File: config.mk
export PLATFORM = sky130hd
export DESIGN_NAME = chan_clk_div
export DESIGN_NICKNAME = d
export VERILOG_FILES = /design/src/design/chan_div_pkg.sv /design/src/design/div_stage_if.sv /design/src/design/clk_div_stage.sv /design/src/design/chan_clk_div.sv
export SDC_FILE = /design/constraint.sdc
export NUM_CORES = 1
export LEC_CHECK = 0
export BUFFER_PORTS_ARGS = -buffer_cell sky130_fd_sc_hd__buf_4
export CAP_MARGIN = 20
export CORE_UTILIZATION = 50
export CTS_CLUSTER_DIAMETER = 150
export DETAILED_ROUTE_END_ITERATION = 10
export GPL_TIMING_DRIVEN = 0
export HOLD_SLACK_MARGIN = 0.02
export PLACE_DENSITY = 0.72
export SLEW_MARGIN = 10
export SYNTH_ARGS = -nofsm -noshare
export SYNTH_HDL_FRONTEND = slang
export SYNTH_SLANG_ARGS = --single-unit
File: constraint.sdc
create_clock -name ref_clk_i -period 2.3 [get_ports ref_clk_i]
set_input_delay 0.115 -clock ref_clk_i [delete_from_list [all_inputs] [get_ports ref_clk_i]]
set_output_delay 0.115 -clock ref_clk_i [all_outputs]
set_load 0.02 [all_outputs]
File: src/design/chan_div_pkg.sv
// Purpose: constants and helper functions shared by the channel clock divider block
// Assumes: 8-bit registers, one per 32-bit Avalon word, byte address = index * 4
// Notes:   register indexes are kept as printed; the bus address is four times the index
package chan_div_pkg;

    localparam int unsigned ADDR_W   = 12;
    localparam int unsigned DATA_W   = 32;
    localparam int unsigned REG_W    = 8;
    localparam int unsigned CNT_W    = 4;
    localparam int unsigned IDX_W    = 10;

    // register indexes
    localparam logic [IDX_W-1:0] IDX_CHAN1_COUNTS     = 10'h196;
    localparam logic [IDX_W-1:0] IDX_CHAN1_CONTROL    = 10'h197;
    localparam logic [IDX_W-1:0] IDX_CHAN1_ROUTING    = 10'h198;
    localparam logic [IDX_W-1:0] IDX_CHAN2_S1_COUNTS  = 10'h199;
    localparam logic [IDX_W-1:0] IDX_CHAN2_PHASES     = 10'h19a;
    localparam logic [IDX_W-1:0] IDX_CHAN2_S2_COUNTS  = 10'h19b;
    localparam logic [IDX_W-1:0] IDX_CHAN2_CONTROL    = 10'h19c;
    localparam logic [IDX_W-1:0] IDX_CHAN2_DUTY       = 10'h19d;
    localparam logic [IDX_W-1:0] IDX_CHAN3_S1_COUNTS  = 10'h19e;
    localparam logic [IDX_W-1:0] IDX_STATUS           = 10'h1a8;

    // count registers: low count high nibble, high count low nibble
    localparam int unsigned LO_MSB = 7;
    localparam int unsigned LO_LSB = 4;
    localparam int unsigned HI_MSB = 3;
    localparam int unsigned HI_LSB = 0;

    // chan1 control
    localparam int unsigned C1_BYPASS_BIT = 7;
    localparam int unsigned C1_NOSYNC_BIT = 6;
    localparam int unsigned C1_FORCE_BIT  = 5;
    localparam int unsigned C1_START_BIT  = 4;
    localparam int unsigned PH_MSB        = 3;
    localparam int unsigned PH_LSB        = 0;

    // chan1 routing
    localparam int unsigned C1_DIRECT_BIT = 1;
    localparam int unsigned DCC_OFF_BIT   = 0;

    // chan2 control
    localparam int unsigned C2_BYPASS2_BIT = 5;
    localparam int unsigned C2_BYPASS1_BIT = 4;
    localparam int unsigned C2_NOSYNC_BIT  = 3;
    localparam int unsigned C2_FORCE_BIT   = 2;
    localparam int unsigned C2_START2_BIT  = 1;
    localparam int unsigned C2_START1_BIT  = 0;

    // chan2 phases
    localparam int unsigned PH2_MSB = 7;
    localparam int unsigned PH2_LSB = 4;

    // clock source select codes
    localparam logic [1:0] SRC_EXT_CLK = 2'b00;
    localparam logic [1:0] SRC_NONE    = 2'b01;
    localparam logic [1:0] SRC_VCO     = 2'b10;

    localparam logic [REG_W-1:0]  REG_RESET  = 8'h00;
    localparam logic [DATA_W-1:0] DATA_ZERO  = 32'h0000_0000;
    localparam logic [CNT_W-1:0]  CNT_ZERO   = 4'h0;

    function automatic logic [IDX_W-1:0] addr_to_idx(input logic [ADDR_W-1:0] addr);
        return addr[ADDR_W-1:2];
    endfunction

    function automatic logic [CNT_W-1:0] lo_field(input logic [REG_W-1:0] r);
        return r[LO_MSB:LO_LSB];
    endfunction

    function automatic logic [CNT_W-1:0] hi_field(input logic [REG_W-1:0] r);
        return r[HI_MSB:HI_LSB];
    endfunction

endpackage

File: src/design/div_stage_if.sv
// Purpose: control and clock signals between the register file and one divider stage
// Assumes: single clock domain; divider input clock is carried as a level plus a rise pulse
// Notes:   none
interface div_stage_if;
    import chan_div_pkg::*;
    logic [CNT_W-1:0] lo_cnt;
    logic [CNT_W-1:0] hi_cnt;
    logic [CNT_W-1:0] phase;
    logic             start_high;
    logic             bypass;
    logic             sync;
    logic             in_lvl;
    logic             in_rise;
    logic             out_lvl;
    logic             out_rise;

    modport ctrl  (output lo_cnt, hi_cnt, phase, start_high, bypass, sync, in_lvl, in_rise,
                   input out_lvl, out_rise);
    modport stage (input lo_cnt, hi_cnt, phase, start_high, bypass, sync, in_lvl, in_rise,
                   output out_lvl, out_rise);
endinterface

File: src/design/clk_div_stage.sv
// Purpose: one integer divider stage with low/high counts, phase offset, start level, bypass
// Assumes: in_rise pulses once per divider input clock period
// Notes:   bypass idles the counter and passes the input clock through
module clk_div_stage
    import chan_div_pkg::*;
(
    input  wire logic  ref_clk_i,
    input  wire logic  rst_n_i,
    div_stage_if.stage port_s
);

    typedef struct packed {
        logic             lvl;
        logic             rise;
        logic [CNT_W-1:0] cnt;
        logic [CNT_W-1:0] phase_cnt;
    } stage_state_t;

    stage_state_t st_ff;
    stage_state_t nxt_st;

    always_comb begin
        nxt_st      = st_ff;
        nxt_st.rise = 1'b0;
        if (port_s.bypass) begin
            // powered down: hold idle
            nxt_st = '0;
        end else if (port_s.sync) begin
            nxt_st.lvl       = port_s.start_high;
            nxt_st.cnt       = CNT_ZERO;
            nxt_st.phase_cnt = port_s.phase;
            nxt_st.rise      = port_s.start_high & ~st_ff.lvl;
        end else if (port_s.in_rise) begin
            if (st_ff.phase_cnt != CNT_ZERO) begin
                nxt_st.phase_cnt = st_ff.phase_cnt - 4'h1;
            end else if (!st_ff.lvl) begin
                if (st_ff.cnt == port_s.lo_cnt) begin
                    nxt_st.lvl  = 1'b1;
                    nxt_st.cnt  = CNT_ZERO;
                    nxt_st.rise = 1'b1;
                end else begin
                    nxt_st.cnt = st_ff.cnt + 4'h1;
                end
            end else begin
                if (st_ff.cnt == port_s.hi_cnt) begin
                    nxt_st.lvl = 1'b0;
                    nxt_st.cnt = CNT_ZERO;
                end else begin
                    nxt_st.cnt = st_ff.cnt + 4'h1;
                end
            end
        end
    end

    always_ff @(posedge ref_clk_i or negedge rst_n_i) begin
        if (!rst_n_i) begin
            st_ff <= '0;
        end else begin
            st_ff <= nxt_st;
        end
    end

    assign port_s.out_lvl  = port_s.bypass ? port_s.in_lvl  : st_ff.lvl;
    assign port_s.out_rise = port_s.bypass ? port_s.in_rise : st_ff.rise;

endmodule // clk_div_stage

File: src/design/chan_clk_div.sv
// Purpose: register file and channel dividers for three output channels
// Assumes: Avalon-MM slave, one-cycle waitrequest; divider input is ref_clk_i / 2
// Notes:   vco and external clock pins are synchronised before routing
module chan_clk_div
    import chan_div_pkg::*;
(
    input  wire logic                           ref_clk_i,
    input  wire logic                           rst_n_i,
    input  wire logic [chan_div_pkg::ADDR_W-1:0] avs_address_i,
    input  wire logic                           avs_read_i,
    input  wire logic                           avs_write_i,
    input  wire logic [chan_div_pkg::DATA_W-1:0] avs_writedata_i,
    input  wire logic [3:0]                     avs_byteenable_i,
    output logic      [chan_div_pkg::DATA_W-1:0] avs_readdata_o,
    output logic                                avs_waitrequest_o,
    input  wire logic                           chip_sync_i,
    input  wire logic [1:0]                     clk_src_sel_i,
    input  wire logic                           vco_clk_i,
    input  wire logic                           ext_clk_i,
    output logic                                diff_output_a_o,
    output logic                                diff_output_b_o,
    output logic                                chan2_out_o,
    output logic                                chan3_out_o,
    output logic [2:0]                          duty_corr_en_o
);
    import chan_div_pkg::*;

    typedef struct packed {
        logic [REG_W-1:0]  chan1_counts;
        logic [REG_W-1:0]  chan1_divider_control;
        logic [REG_W-1:0]  chan1_output_routing;
        logic [REG_W-1:0]  chan2_stage1_counts;
        logic [REG_W-1:0]  chan2_phase_offsets;
        logic [REG_W-1:0]  chan2_stage2_counts;
        logic [REG_W-1:0]  chan2_divider_control;
        logic [REG_W-1:0]  chan2_duty_correction;
        logic [REG_W-1:0]  chan3_stage1_counts;
        logic              ack;
        logic [DATA_W-1:0] rdata;
        logic              src_lvl;
        logic              vco_meta;
        logic              vco_sync;
        logic              ext_meta;
        logic              ext_sync;
        logic              out_a;
        logic              out_b;
        logic              out_c2;
        logic              out_c3;
        logic [2:0]        dcc_en;
    } top_state_t;

    top_state_t st_ff;
    top_state_t nxt_st;

    div_stage_if c1_if ();
    div_stage_if c2s1_if ();
    div_stage_if c2s2_if ();
    div_stage_if c3s1_if ();

    logic [IDX_W-1:0] req_idx;
    logic             req;
    logic             c1_nosync;
    logic             c2_nosync;
    logic             c1_div_out;
    logic             c2_div_out;

    assign req_idx = addr_to_idx(avs_address_i);
    assign req     = avs_read_i | avs_write_i;

    assign c1_nosync = st_ff.chan1_divider_control[C1_NOSYNC_BIT];
    assign c2_nosync = st_ff.chan2_divider_control[C2_NOSYNC_BIT];

    // chan1 divider
    assign c1_if.lo_cnt     = lo_field(st_ff.chan1_counts);
    assign c1_if.hi_cnt     = hi_field(st_ff.chan1_counts);
    assign c1_if.phase      = st_ff.chan1_divider_control[PH_MSB:PH_LSB];
    assign c1_if.start_high = st_ff.chan1_divider_control[C1_START_BIT];
    assign c1_if.bypass     = st_ff.chan1_divider_control[C1_BYPASS_BIT];
    assign c1_if.sync       = chip_sync_i & ~c1_nosync;
    assign c1_if.in_lvl     = st_ff.src_lvl;
    assign c1_if.in_rise    = st_ff.src_lvl;

    // chan2 cascade: stage 1 feeds stage 2
    assign c2s1_if.lo_cnt     = lo_field(st_ff.chan2_stage1_counts);
    assign c2s1_if.hi_cnt     = hi_field(st_ff.chan2_stage1_counts);
    assign c2s1_if.phase      = st_ff.chan2_phase_offsets[PH_MSB:PH_LSB];
    assign c2s1_if.start_high = st_ff.chan2_divider_control[C2_START1_BIT];
    assign c2s1_if.bypass     = st_ff.chan2_divider_control[C2_BYPASS1_BIT];
    assign c2s1_if.sync       = chip_sync_i & ~c2_nosync;
    assign c2s1_if.in_lvl     = st_ff.src_lvl;
    assign c2s1_if.in_rise    = st_ff.src_lvl;

    assign c2s2_if.lo_cnt     = lo_field(st_ff.chan2_stage2_counts);
    assign c2s2_if.hi_cnt     = hi_field(st_ff.chan2_stage2_counts);
    assign c2s2_if.phase      = st_ff.chan2_phase_offsets[PH2_MSB:PH2_LSB];
    assign c2s2_if.start_high = st_ff.chan2_divider_control[C2_START2_BIT];
    assign c2s2_if.bypass     = st_ff.chan2_divider_control[C2_BYPASS2_BIT];
    assign c2s2_if.sync       = chip_sync_i & ~c2_nosync;
    assign c2s2_if.in_lvl     = c2s1_if.out_lvl;
    assign c2s2_if.in_rise    = c2s1_if.out_rise;

    // chan3 first stage: counts only, other controls at their defaults
    assign c3s1_if.lo_cnt     = lo_field(st_ff.chan3_stage1_counts);
    assign c3s1_if.hi_cnt     = hi_field(st_ff.chan3_stage1_counts);
    assign c3s1_if.phase      = CNT_ZERO;
    assign c3s1_if.start_high = 1'b0;
    assign c3s1_if.bypass     = 1'b0;
    assign c3s1_if.sync       = chip_sync_i;
    assign c3s1_if.in_lvl     = st_ff.src_lvl;
    assign c3s1_if.in_rise    = st_ff.src_lvl;

    clk_div_stage u_c1 (
        .ref_clk_i (ref_clk_i),
        .rst_n_i   (rst_n_i),
        .port_s    (c1_if.stage)
    );

    clk_div_stage u_c2s1 (
        .ref_clk_i (ref_clk_i),
        .rst_n_i   (rst_n_i),
        .port_s    (c2s1_if.stage)
    );

    clk_div_stage u_c2s2 (
        .ref_clk_i (ref_clk_i),
        .rst_n_i   (rst_n_i),
        .port_s    (c2s2_if.stage)
    );

    clk_div_stage u_c3s1 (
        .ref_clk_i (ref_clk_i),
        .rst_n_i   (rst_n_i),
        .port_s    (c3s1_if.stage)
    );

    // static forcing only with nosync set
    always_comb begin
        if (c1_nosync && st_ff.chan1_divider_control[C1_FORCE_BIT]) begin
            c1_div_out = 1'b1;
        end else begin
            c1_div_out = c1_if.out_lvl;
        end
        if (c2_nosync && st_ff.chan2_divider_control[C2_FORCE_BIT]) begin
            c2_div_out = 1'b1;
        end else begin
            c2_div_out = c2s2_if.out_lvl;
        end
    end

    always_comb begin
        nxt_st = st_ff;

        // divider input clock model: toggles at every rising ref_clk_i edge
        nxt_st.src_lvl = ~st_ff.src_lvl;

        nxt_st.vco_meta = vco_clk_i;
        nxt_st.vco_sync = st_ff.vco_meta;
        nxt_st.ext_meta = ext_clk_i;
        nxt_st.ext_sync = st_ff.ext_meta;

        // chan1 output routing
        nxt_st.out_a = c1_div_out;
        if (st_ff.chan1_output_routing[C1_DIRECT_BIT]) begin
            case (clk_src_sel_i)
                SRC_VCO:     nxt_st.out_a = st_ff.vco_sync;
                SRC_EXT_CLK: nxt_st.out_a = st_ff.ext_sync;
                default:     nxt_st.out_a = c1_div_out;
            endcase
        end
        nxt_st.out_b  = nxt_st.out_a;
        nxt_st.out_c2 = c2_div_out;
        nxt_st.out_c3 = c3s1_if.out_lvl;

        nxt_st.dcc_en[0] = ~st_ff.chan1_output_routing[DCC_OFF_BIT];
        nxt_st.dcc_en[1] = ~st_ff.chan2_duty_correction[DCC_OFF_BIT];
        nxt_st.dcc_en[2] = 1'b1;

        // bus: answer one cycle after the request is seen
        nxt_st.ack = req & ~st_ff.ack;

        // writes leave the last read data standing
        if (req && !st_ff.ack) begin
            if (avs_read_i) begin
                nxt_st.rdata = DATA_ZERO;
                case (req_idx)
                    IDX_CHAN1_COUNTS:    nxt_st.rdata[REG_W-1:0] = st_ff.chan1_counts;
                    IDX_CHAN1_CONTROL:   nxt_st.rdata[REG_W-1:0] = st_ff.chan1_divider_control;
                    IDX_CHAN1_ROUTING:   nxt_st.rdata[REG_W-1:0] = st_ff.chan1_output_routing;
                    IDX_CHAN2_S1_COUNTS: nxt_st.rdata[REG_W-1:0] = st_ff.chan2_stage1_counts;
                    IDX_CHAN2_PHASES:    nxt_st.rdata[REG_W-1:0] = st_ff.chan2_phase_offsets;
                    IDX_CHAN2_S2_COUNTS: nxt_st.rdata[REG_W-1:0] = st_ff.chan2_stage2_counts;
                    IDX_CHAN2_CONTROL:   nxt_st.rdata[REG_W-1:0] = st_ff.chan2_divider_control;
                    IDX_CHAN2_DUTY:      nxt_st.rdata[REG_W-1:0] = st_ff.chan2_duty_correction;
                    IDX_CHAN3_S1_COUNTS: nxt_st.rdata[REG_W-1:0] = st_ff.chan3_stage1_counts;
                    IDX_STATUS: begin
                        nxt_st.rdata[0] = st_ff.out_a;
                        nxt_st.rdata[1] = st_ff.out_c2;
                        nxt_st.rdata[2] = st_ff.out_c3;
                        nxt_st.rdata[3] = c2s1_if.out_lvl;
                        nxt_st.rdata[6:4] = st_ff.dcc_en;
                    end
                    default:             nxt_st.rdata = DATA_ZERO;
                endcase
            end
        end

        // writes take effect at the edge where waitrequest is low
        if (avs_write_i && st_ff.ack && avs_byteenable_i[0]) begin
            case (req_idx)
                IDX_CHAN1_COUNTS:    nxt_st.chan1_counts          = avs_writedata_i[REG_W-1:0];
                IDX_CHAN1_CONTROL:   nxt_st.chan1_divider_control = avs_writedata_i[REG_W-1:0];
                IDX_CHAN1_ROUTING:   nxt_st.chan1_output_routing  = {6'h00, avs_writedata_i[1:0]};
                IDX_CHAN2_S1_COUNTS: nxt_st.chan2_stage1_counts   = avs_writedata_i[REG_W-1:0];
                IDX_CHAN2_PHASES:    nxt_st.chan2_phase_offsets   = avs_writedata_i[REG_W-1:0];
                IDX_CHAN2_S2_COUNTS: nxt_st.chan2_stage2_counts   = avs_writedata_i[REG_W-1:0];
                IDX_CHAN2_CONTROL:   nxt_st.chan2_divider_control = {2'h0, avs_writedata_i[5:0]};
                IDX_CHAN2_DUTY:      nxt_st.chan2_duty_correction = {7'h00, avs_writedata_i[0]};
                IDX_CHAN3_S1_COUNTS: nxt_st.chan3_stage1_counts   = avs_writedata_i[REG_W-1:0];
                default:             nxt_st.chan3_stage1_counts   = st_ff.chan3_stage1_counts;
            endcase
        end
    end

    always_ff @(posedge ref_clk_i or negedge rst_n_i) begin
        if (!rst_n_i) begin
            st_ff <= '0;
        end else begin
            st_ff <= nxt_st;
        end
    end

    assign avs_waitrequest_o = req & ~st_ff.ack;
    assign avs_readdata_o    = st_ff.rdata;
    assign diff_output_a_o   = st_ff.out_a;
    assign diff_output_b_o   = st_ff.out_b;
    assign chan2_out_o       = st_ff.out_c2;
    assign chan3_out_o       = st_ff.out_c3;
    assign duty_corr_en_o    = st_ff.dcc_en;

endmodule // chan_clk_div

==> results of run 1 <==
-- per-layer routing --
layer  vias to the layer above  wire (um)  share of wire (%)
li1                       2258          -                  -
met1                      2426       7350                 45
met2                       185       7530                 46
met3                        29        895                5.5
met4                         0        524                3.2
met5                         -          0                  0
-- cells by family (layout without fill, tap and decap cells) --
logic type      Yosys count  after routing
compound gates          106            106
xor+xnor                 40             40
fa+ha+maj                 8              8
buf+inv                  73            157
flops                   114            114
mux                      80             80
other cells               2             25
simple gates            165            165
-- stage by stage --
step	worst slack [ns]	util, %	area, um2	hold slack, ns	cells
detailed placement	0.227	56.8	6880	0.227	821
floorplan	0.492	-	6350	-0.181	611
CTS	0.165	63.1	7650	0.0286	862
global route	0.0207	63.4	7680	0.0289	863
finish	0.160	63.4	7680	0.0384	863
global placement	0.279	56.8	6880	0.225	821
-- cells in the final DEF, fill, tap and decap left out, types with 10 or more instances in the layout --
master	synthesis	routed
a211oi_1	12	12
a21oi_1	23	23
a22oi_1	11	11
buf_4	38	79
clkbuf_1	8	10
clkbuf_16	0	17
conb_1	2	25
dfrtp_1	114	114
inv_1	17	17
mux2_2	67	67
mux2i_1	12	12
nand2_1	38	38
nand3_1	15	15
nor2_1	33	33
nor3_1	15	14
o21ai_0	20	20
xnor2_1	31	31
-- timing repair --
item,CTS,global route
resized for setup,0,1
hold endpoints to repair,126,0
endpoints found under the setup margin,0,2
hold buffers,9,0
-- layout make-up --
| class | instances | area, um2 | share of cell area (%) |
|---|---|---|---|
| Multi-Input combinational cell | 424 | 3080 | 40.0 |
| Sequential cell | 114 | 2850 | 37.1 |
| Clock buffer | 22 | 474 | 6.17 |
| Timing Repair Buffer | 52 | 437 | 5.69 |
| Buffer | 56 | 364 | 4.74 |
| Tap cell | 168 | 210 | 2.74 |
| Clock inverter | 10 | 203 | 2.64 |
| Inverter | 17 | 63.8 | 0.831 |
-- registers in the layout, summed over array words and instances, names as in the netlist, 4 cells and up --
register,count
u_c2s2.st_ff,9
c3s1_if.lo_cnt,4
u_c3s1.st_ff,9
u_c1.st_ff,9
st_ff,8
c1_if.lo_cnt,4
c2s2_if.lo_cnt,4
c3s1_if.hi_cnt,4
c1_if.phase,4
u_c2s1.st_ff,10
c2s1_if.lo_cnt,4
c2s1_if.hi_cnt,4
c2s2_if.phase,4
c2s2_if.hi_cnt,4
avs_readdata_o,8
c1_if.hi_cnt,4
c2s1_if.phase,4
-- critical path, stage by stage (launching register included) --
cell and delay (ns):
dfrtp_1 0.38, clkbuf_1 0.45, mux2i_1 0.45, o21ai_0 0.18, a221oi_1 0.42, o21ai_0 0.13
-- power groups by stage --
stage	registers, mW	clock network (mW)	logic, mW
after floorplan	2.12	0	0.302
after global placement	2.13	0	0.478
after detailed placement	2.13	0	0.493
after CTS	2.10	3.05	0.510
after global routing	2.10	3.15	0.568
final	2.10	3.02	0.519
-- path summary, 6_finish.rpt --
path / from / end / slack, ns / cells past startpoint
worst max-delay path: c2s1_if.bypass / avs_readdata_o[3] / 0.16 / 5
worst min-delay path: avs_writedata_i[2] / c2s1_if.hi_cnt[2] / 0.04 / 2
worst max register to register: c2s1_if.bypass / avs_readdata_o[3] / 0.16 / 5
worst min register to register: nxt_st[7] / st_ff[7] / 0.35 / 0
max in group asynchronous: rst_n_i / duty_corr_en_o[2] / 1.46 / 3
min in group asynchronous: rst_n_i / u_c2s1.st_ff[8] / 0.12 / 2
==> results.json, run 1 <==
{
  "outcome": "finished clean",
  "grt_use_met2_pct": 43.1,
  "die_area_um2": 13000,
  "yosysUniqueCellTypes": 62,
  "dieWidth_um": 114,
  "hold_viol_final": 0,
  "end_kind": "register",
  "gr-usage-all-layers_pct": 27.1,
  "cts.sink_count": 114,
  "initial_core_util_pct": 51.7,
  "yosys.area.top_type": "dfrtp_1",
  "pwr-share-seq_pct": 37.2,
  "arrival_ns": 2.42,
  "fmax_mhz": 467,
  "synth_mux_area_share_pct": 14.3,
  "cp.required_ns": 2.58,
  "grt.met3_usage_pct": 6.59,
  "rsz0062_at_grt": "false",
  "clock_path_buffers": 2,
  "finClkSkew_ns": 0.00596,
  "ys.flop_type": "dfrtp_1",
  "synthXorXnorAreaFrac_pct": 5.59,
  "yosys-top-cells-count": "dfrtp_1, mux2_2, buf_4, nand2_1, nor2_1",
  "drive_gt1_share_pct": 28.5,
  "globalplace.congestion": 0.925,
  "layout.nets": 747,
  "worst_pin_slew_ns": 0.704,
  "syn_area_um2": 6260,
  "synth_seq_area_share_pct": 45.5,
  "rows": 40,
  "core_area_um2": 12100,
  "hpwl_um": 11600,
  "setup_viol": 0,
  "synth_seq_cells": 114,
  "nFillCells": 951,
  "synth_cells": 588,
  "overflow": 0,
  "drtIter0Drc": 367,
  "grt_max_degree": 115,
  "wirelength_um": 16300,
  "cap_viol_max_count": 0,
  "hp-class": "input port to register",
  "grt_antenna_before_repair": 0,
  "cellPowerDensity_nw_per_um2": 734,
  "portBuffers": 42,
  "grt_util_met1_pct": 35.8,
  "leakage_nw": 3.56,
  "numCtsBuffers": 17,
  "sw_frac_of_total_pct": 22.4,
  "critPathMaxFanout": 10,
  "peakVddDrop_mv": 0.417,
  "fin_crit_sh_pct": 93.1,
  "drcViolationCount": 0,
  "synth_adder_area_share_pct": 1.60,
  "crit_type": "register to register",
  "clk_pin_slew_ns": 0.05,
  "power_mw": 5.64,
  "num_vias": 4898,
  "synth_compound_area_share_pct": 11.2,
  "synth_edf_count": 0,
  "htreeDepth": 4,
  "clk_latency_ns": 0.42,
  "period_needed_ns": 2.14,
  "dr.pass1.iters": 4,
  "yosys.area_share.simple_pct": 14.8,
  "yosys.cell_count.top_type": "dfrtp_1",
  "drt-wirelength-per-cell_um": 18.9,
  "p_sw_mw": 1.27,
  "synthToLayoutAreaGrowth_pct": 22.6,
  "grt_pass1_wl_um": 26200,
  "ios": 97,
  "startpoint_type": "register",
  "tns_ns": 0,
  "synth_top_area_share_pct": 45.5,
  "fp.dieH_um": 114,
  "cts_tree": "yes",
  "async_flop_share_pct": 100,
  "post-cts-setup-buffers": 0,
  "yosys_warnings": 0,
  "avgSynthCellArea_um2": 10.7,
  "diodes": 0,
  "p_clk_share_pct": 53.6,
  "viasPerCell": 5.68,
  "cts_root_buf": "clkbuf_16",
  "grt_pass1_vias": 4942,
  "p_comb_share_pct": 9.2,
  "grt_busiest_layer": "met2",
  "p_int_mw": 4.37,
  "relSlewSlack_pct": 52.9,
  "synth_top_family_by_area": "simple AND/OR/NAND/NOR gates",
  "ys_top_cells_by_area": "dfrtp_1, mux2_2, buf_4",
  "slew_violations": 0,
  "ant_nets": 0
}
Note: power is estimated with default switching activity, not from simulation.
==> inputs of run 2 (changes only) <==
Settings changed: RECOVER_POWER set to 100.
==> run 2 against run 1 <==
  * Utilization is 0.91 points lower
  * Clock skew hardly changed
  * Largest cell class unchanged
  * Worst hold slack worse by 0.0039 ns
  * Non-clock buffer count stayed put
  * Power is 0.33% lower
  * Critical endpoint is now diff_output_b_o
==> results.json, run 2 (same netlist as run 1, synthesis figures left out) <==
{
  "outcome": "finished clean",
  "gr-usage-all-layers_pct": 27.1,
  "dp_slack_ns": 0.227,
  "max_stage_delay_ns": 0.57,
  "cellPowerDensity_nw_per_um2": 743,
  "clock_path_buffers": 2,
  "grt_max_degree": 115,
  "worst-r2r-cell-count": 5,
  "multi_input_area_um2": 3040,
  "startpoint_type": "register",
  "rows": 40,
  "cp.required_ns": 2.61,
  "wirelength_um": 16400,
  "overflow": 0,
  "hp-class": "input port to register",
  "critPathMaxFanout": 10,
  "setup_slack_ns": 0.144,
  "drtIter0Drc": 369,
  "tns_ns": 0,
  "crit_type": "register to register",
  "period_needed_ns": 2.16,
  "layout_commonest_cell": "dfrtp_1",
  "synthToLayoutAreaGrowth_pct": 20.8,
  "drt-wirelength-per-cell_um": 19.0,
  "dieWidth_um": 114,
  "worst_pin_slew_ns": 1.21,
  "numCtsBuffers": 17,
  "ff_latch_area_um2": 2850,
  "diodes": 0,
  "viasPerCell": 5.68,
  "num_vias": 4903,
  "post-cts-setup-buffers": 0,
  "slew_violations": 0,
  "drcViolationCount": 0,
  "slowest_stage": "dlygate4sd3_1",
  "worstPathCellList": "clkbuf_1 > nor2_1 > a221oi_1 > a21oi_1 > dlygate4sd3_1",
  "nFillCells": 979,
  "cts.sink_count": 114,
  "finClkSkew_ns": 0.00556,
  "grt_pass1_wl_um": 26200,
  "hpwl_um": 11600,
  "setup_viol": 0,
  "largest_register": "u_c2s1.st_ff",
  "arrival_ns": 2.46,
  "min_path_cells": 2,
  "end_kind": "register",
  "dr.pass1.iters": 4,
  "die_area_um2": 13000,
  "fmax_mhz": 464,
  "clk_pin_slew_ns": 0.05,
  "path_depth": 5,
  "leakage_nw": 3.47,
  "largest_reg_flops": 10,
  "clk_latency_ns": 0.42,
  "layout.nets": 747,
  "hold_viol_final": 0,
  "rsz0062_at_grt": "false",
  "ios": 97,
  "ant_nets": 0,
  "initial_core_util_pct": 51.7,
  "fin_crit_sh_pct": 93.7,
  "grt_pass1_vias": 4942,
  "drive_gt1_share_pct": 25.5,
  "crit_family": "buffers and inverters",
  "core_area_um2": 12100,
  "globalplace.congestion": 0.925,
  "peakVddDrop_mv": 0.418,
  "final_cell_mix": "dfrtp_1, mux2_2, buf_4",
  "cts_root_buf": "clkbuf_16",
  "cts_tree": "yes",
  "htreeDepth": 4,
  "portBuffers": 42,
  "grt_antenna_before_repair": 0,
  "fp.dieH_um": 114,
  "path_buf_inv": 2,
  "relSlewSlack_pct": 19.1,
  "cap_viol_max_count": 0
}
run 2: path summary, 6_finish.rpt:
path | startpoint | to | slack, ns
min in group asynchronous | rst_n_i | u_c2s1.st_ff[8] | 0.48
max | c1_if.bypass | diff_output_b_o | 0.14
max reg2reg | c1_if.bypass | diff_output_b_o | 0.14
min reg2reg | nxt_st[7] | st_ff[7] | 0.35
min | avs_writedata_i[2] | c2s1_if.hi_cnt[2] | 0.03
max in group asynchronous | rst_n_i | avs_readdata_o[5] | 0.41
run 2: layer usage:
metal  global-route usage, %  share of wire [%]
met1                    35.8                 45
met5                       0                  0
met3                    6.59                5.9
met2                    43.1                 47
met4                    10.7                2.7
run 2: what timing repair did:
action | in CTS | in global routing
resized for setup | 0 | 1
hold buffers | 9 | 0
hold endpoints to repair | 126 | 0
endpoints found under the setup margin | 0 | 2
run 2: cell type report:
cell class / count / area share (%)
multi-input combinational: 424 / 40.2
sequential: 114 / 37.7
clock buffer: 22 / 6.26
timing repair buffer: 52 / 4.81
buffer: 56 / 4.76
tap: 168 / 2.78
clock inverter: 10 / 2.68
inverter: 17 / 0.843
run 2: metrics by stage:
stage	utilization (%)	hold slack [ns]	instance area, um2	total power [mW]	cells
final	62.5	0.0345	7570	5.62	863
after global routing	62.5	0.0289	7570	5.80	863
after CTS	63.1	0.0286	7650	5.65	862
after detailed placement	56.8	0.227	6880	2.62	821
after global placement	56.8	0.225	6880	2.60	821
after floorplan	-	-0.181	6350	2.43	611
run 2: where the power goes:
part / leakage [nW] / switching [mW] / internal (mW)
Combinational: 1.60 / 0.306 / 0.194
Clock: 0.330 / 0.915 / 2.11
Sequential: 1.54 / 0.0426 / 2.05
Total: 3.47 / 1.26 / 4.36
==> inputs of run 3 (changes only) <==
==> constraint.sdc (replaced) <==
create_clock -name ref_clk_i -period 2.3 [get_ports ref_clk_i]
set_input_delay 0.23 -clock ref_clk_i [delete_from_list [all_inputs] [get_ports ref_clk_i]]
set_output_delay 0.23 -clock ref_clk_i [all_outputs]
set_load 0.02 [all_outputs]
==> run 3 against run 2 <==
  * Clock power about the same
  * First-iteration DRC count up 1.1%
  * Sequential power about the same
  * Register-to-register slack about the same
  * Largest power group unchanged
==> results.json, run 3 (same netlist as run 1, synthesis figures left out) <==
{
  "outcome": "finished clean",
  "max_stage_delay_ns": 0.45,
  "leakage_nw": 3.44,
  "rsz0062_at_grt": "false",
  "p_clk_share_pct": 53.8,
  "path_common_cell": "o21ai_0",
  "p_sw_mw": 1.26,
  "period_needed_ns": 2.15,
  "fp.dieH_um": 114,
  "dp_slack_ns": 0.227,
  "worst_pin_slew_ns": 1.31,
  "core_area_um2": 12100,
  "globalplace.congestion": 0.925,
  "largest_reg_flops": 10,
  "power_mw": 5.61,
  "cp-startpoint": "c2s1_if.bypass",
  "largest_register": "u_c2s1.st_ff",
  "drcViolationCount": 0,
  "arrival_ns": 2.44,
  "cts.sink_count": 114,
  "clk_latency_ns": 0.42,
  "drtIter0Drc": 373,
  "relSlewSlack_pct": 12.3,
  "grt.met3_usage_pct": 6.59,
  "r2r_slack_ns": 0.15,
  "cts_root_buf": "clkbuf_16",
  "dieWidth_um": 114,
  "viasPerCell": 5.70,
  "setup_viol": 0,
  "clk_pin_slew_ns": 0.05,
  "hold_viol_final": 0,
  "htreeDepth": 4,
  "drt-wirelength-per-cell_um": 19.0,
  "setup_slack_ns": 0.146,
  "post-cts-setup-buffers": 0,
  "layout_commonest_cell": "dfrtp_1",
  "dpl_cell_area_um2": 6880,
  "worst-r2r-cell-count": 5,
  "worstPathCellList": "clkbuf_1 > mux2i_1 > o21ai_0 > a221oi_1 > o21ai_0",
  "cp.required_ns": 2.58,
  "hold_path.startpoint": "clk_src_sel_i[1]",
  "slew_violations": 0,
  "r2r_end": "avs_readdata_o[3]",
  "critPathMaxFanout": 10,
  "fmax_mhz": 464,
  "synthToLayoutAreaGrowth_pct": 20.1,
  "cap_viol_max_count": 0,
  "gr-usage-all-layers_pct": 27.0,
  "grt_use_met2_pct": 42.8,
  "grt_pass1_vias": 4925,
  "worstHoldEndpoint": "diff_output_b_o",
  "num_vias": 4887,
  "path_buf_inv": 1,
  "die_area_um2": 13000,
  "hp-class": "input port to register",
  "p_int_mw": 4.35,
  "initial_core_util_pct": 51.7,
  "drive_gt1_share_pct": 25.4,
  "dr.pass1.iters": 5,
  "startpoint_type": "register",
  "crit_type": "register to register",
  "nFillCells": 987,
  "hpwl_um": 11600,
  "design_area_um2": 7520,
  "pwr-share-seq_pct": 37.4,
  "p_comb_share_pct": 8.8,
  "overflow": 0,
  "ios": 97,
  "wirelength_um": 16300,
  "grt_busiest_layer": "met2",
  "cts_tree": "yes",
  "numCtsBuffers": 17,
  "cellPowerDensity_nw_per_um2": 746,
  "layout.nets": 741,
  "grt_max_degree": 115,
  "portBuffers": 42,
  "grt_pass1_wl_um": 26100,
  "diodes": 0,
  "slowest_stage": "clkbuf_1",
  "rows": 40,
  "fin_crit_sh_pct": 93.7,
  "final_cell_mix": "dfrtp_1, mux2_2, buf_4",
  "min_path_cells": 3,
  "tns_ns": 0,
  "ant_nets": 0,
  "r2r_start": "c2s1_if.bypass",
  "grt_util_met1_pct": 35.8,
  "clock_path_buffers": 2,
  "sw_frac_of_total_pct": 22.4,
  "crit_family": "compound AO/OA/AOI/OAI gates",
  "end_kind": "register",
  "grt_antenna_before_repair": 0,
  "whs_ns": 0.111,
  "peakVddDrop_mv": 0.418,
  "finClkSkew_ns": 0.00518
}
## run 3: cell types whose count changed in the layout (fill, tap and decap cells not counted), sizes merged
cell,previous run,this run
buf,68,67
clkbuf,53,54
dlygate4sd3,9,3
## run 3: metal layers
metal	part of all wire, %	vias to the layer above
met2	46	193
met3	6.1	29
li1	-	2246
met5	0	-
met4	2.8	0
met1	45	2419
## run 3: repair_timing
item,CTS,global route
endpoints found under the hold margin,25,0
resized for setup,0,1
setup endpoints to repair,0,2
hold buffers,3,0
## run 3: stage by stage
step	std cells	util (%)
6_report	857	62.1
5_1_grt	857	62.1
4_1_cts	856	62.6
3_5_place_dp	821	56.8
3_3_place_gp	821	56.8
2_1_floorplan	611	-
## run 3: cell type report
cell class | instances | area (um2) | share of cell area, %
clock inverters | 10 | 203 | 2.70
plain buffers | 56 | 359 | 4.77
clock buffers | 22 | 474 | 6.31
multi-input cells | 424 | 3040 | 40.4
flip-flops and latches | 114 | 2850 | 37.9
repair buffers | 46 | 317 | 4.21
inverters | 17 | 63.8 | 0.848
well taps | 168 | 210 | 2.79
## run 3: power by group through the flow
stage	combinational, mW	clock [mW]	sequential, mW
3_5_place_dp	0.493	0	2.13
5_1_grt	0.541	3.15	2.10
2_1_floorplan	0.302	0	2.12
4_1_cts	0.501	3.05	2.10
3_3_place_gp	0.478	0	2.13
6_report	0.494	3.02	2.10
## run 3: worst register-to-register path, stage by stage, from the launching register on
cell	delay (ns)
dfrtp_1	0.39
clkbuf_1	0.45
mux2i_1	0.45
o21ai_0	0.19
a221oi_1	0.42
o21ai_0	0.13
## run 3: worst max path at each step
stage	end	slack, ns	cells past startpoint
after CTS	u_c2s2.st_ff[4]	0.20	7
after global placement	avs_readdata_o[3]	0.28	5
after floorplan	u_c1.st_ff[7]	0.49	7
after global routing	avs_readdata_o[3]	0.03	5
final	avs_readdata_o[3]	0.15	5
after detailed placement	u_c2s2.st_ff[4]	0.23	7
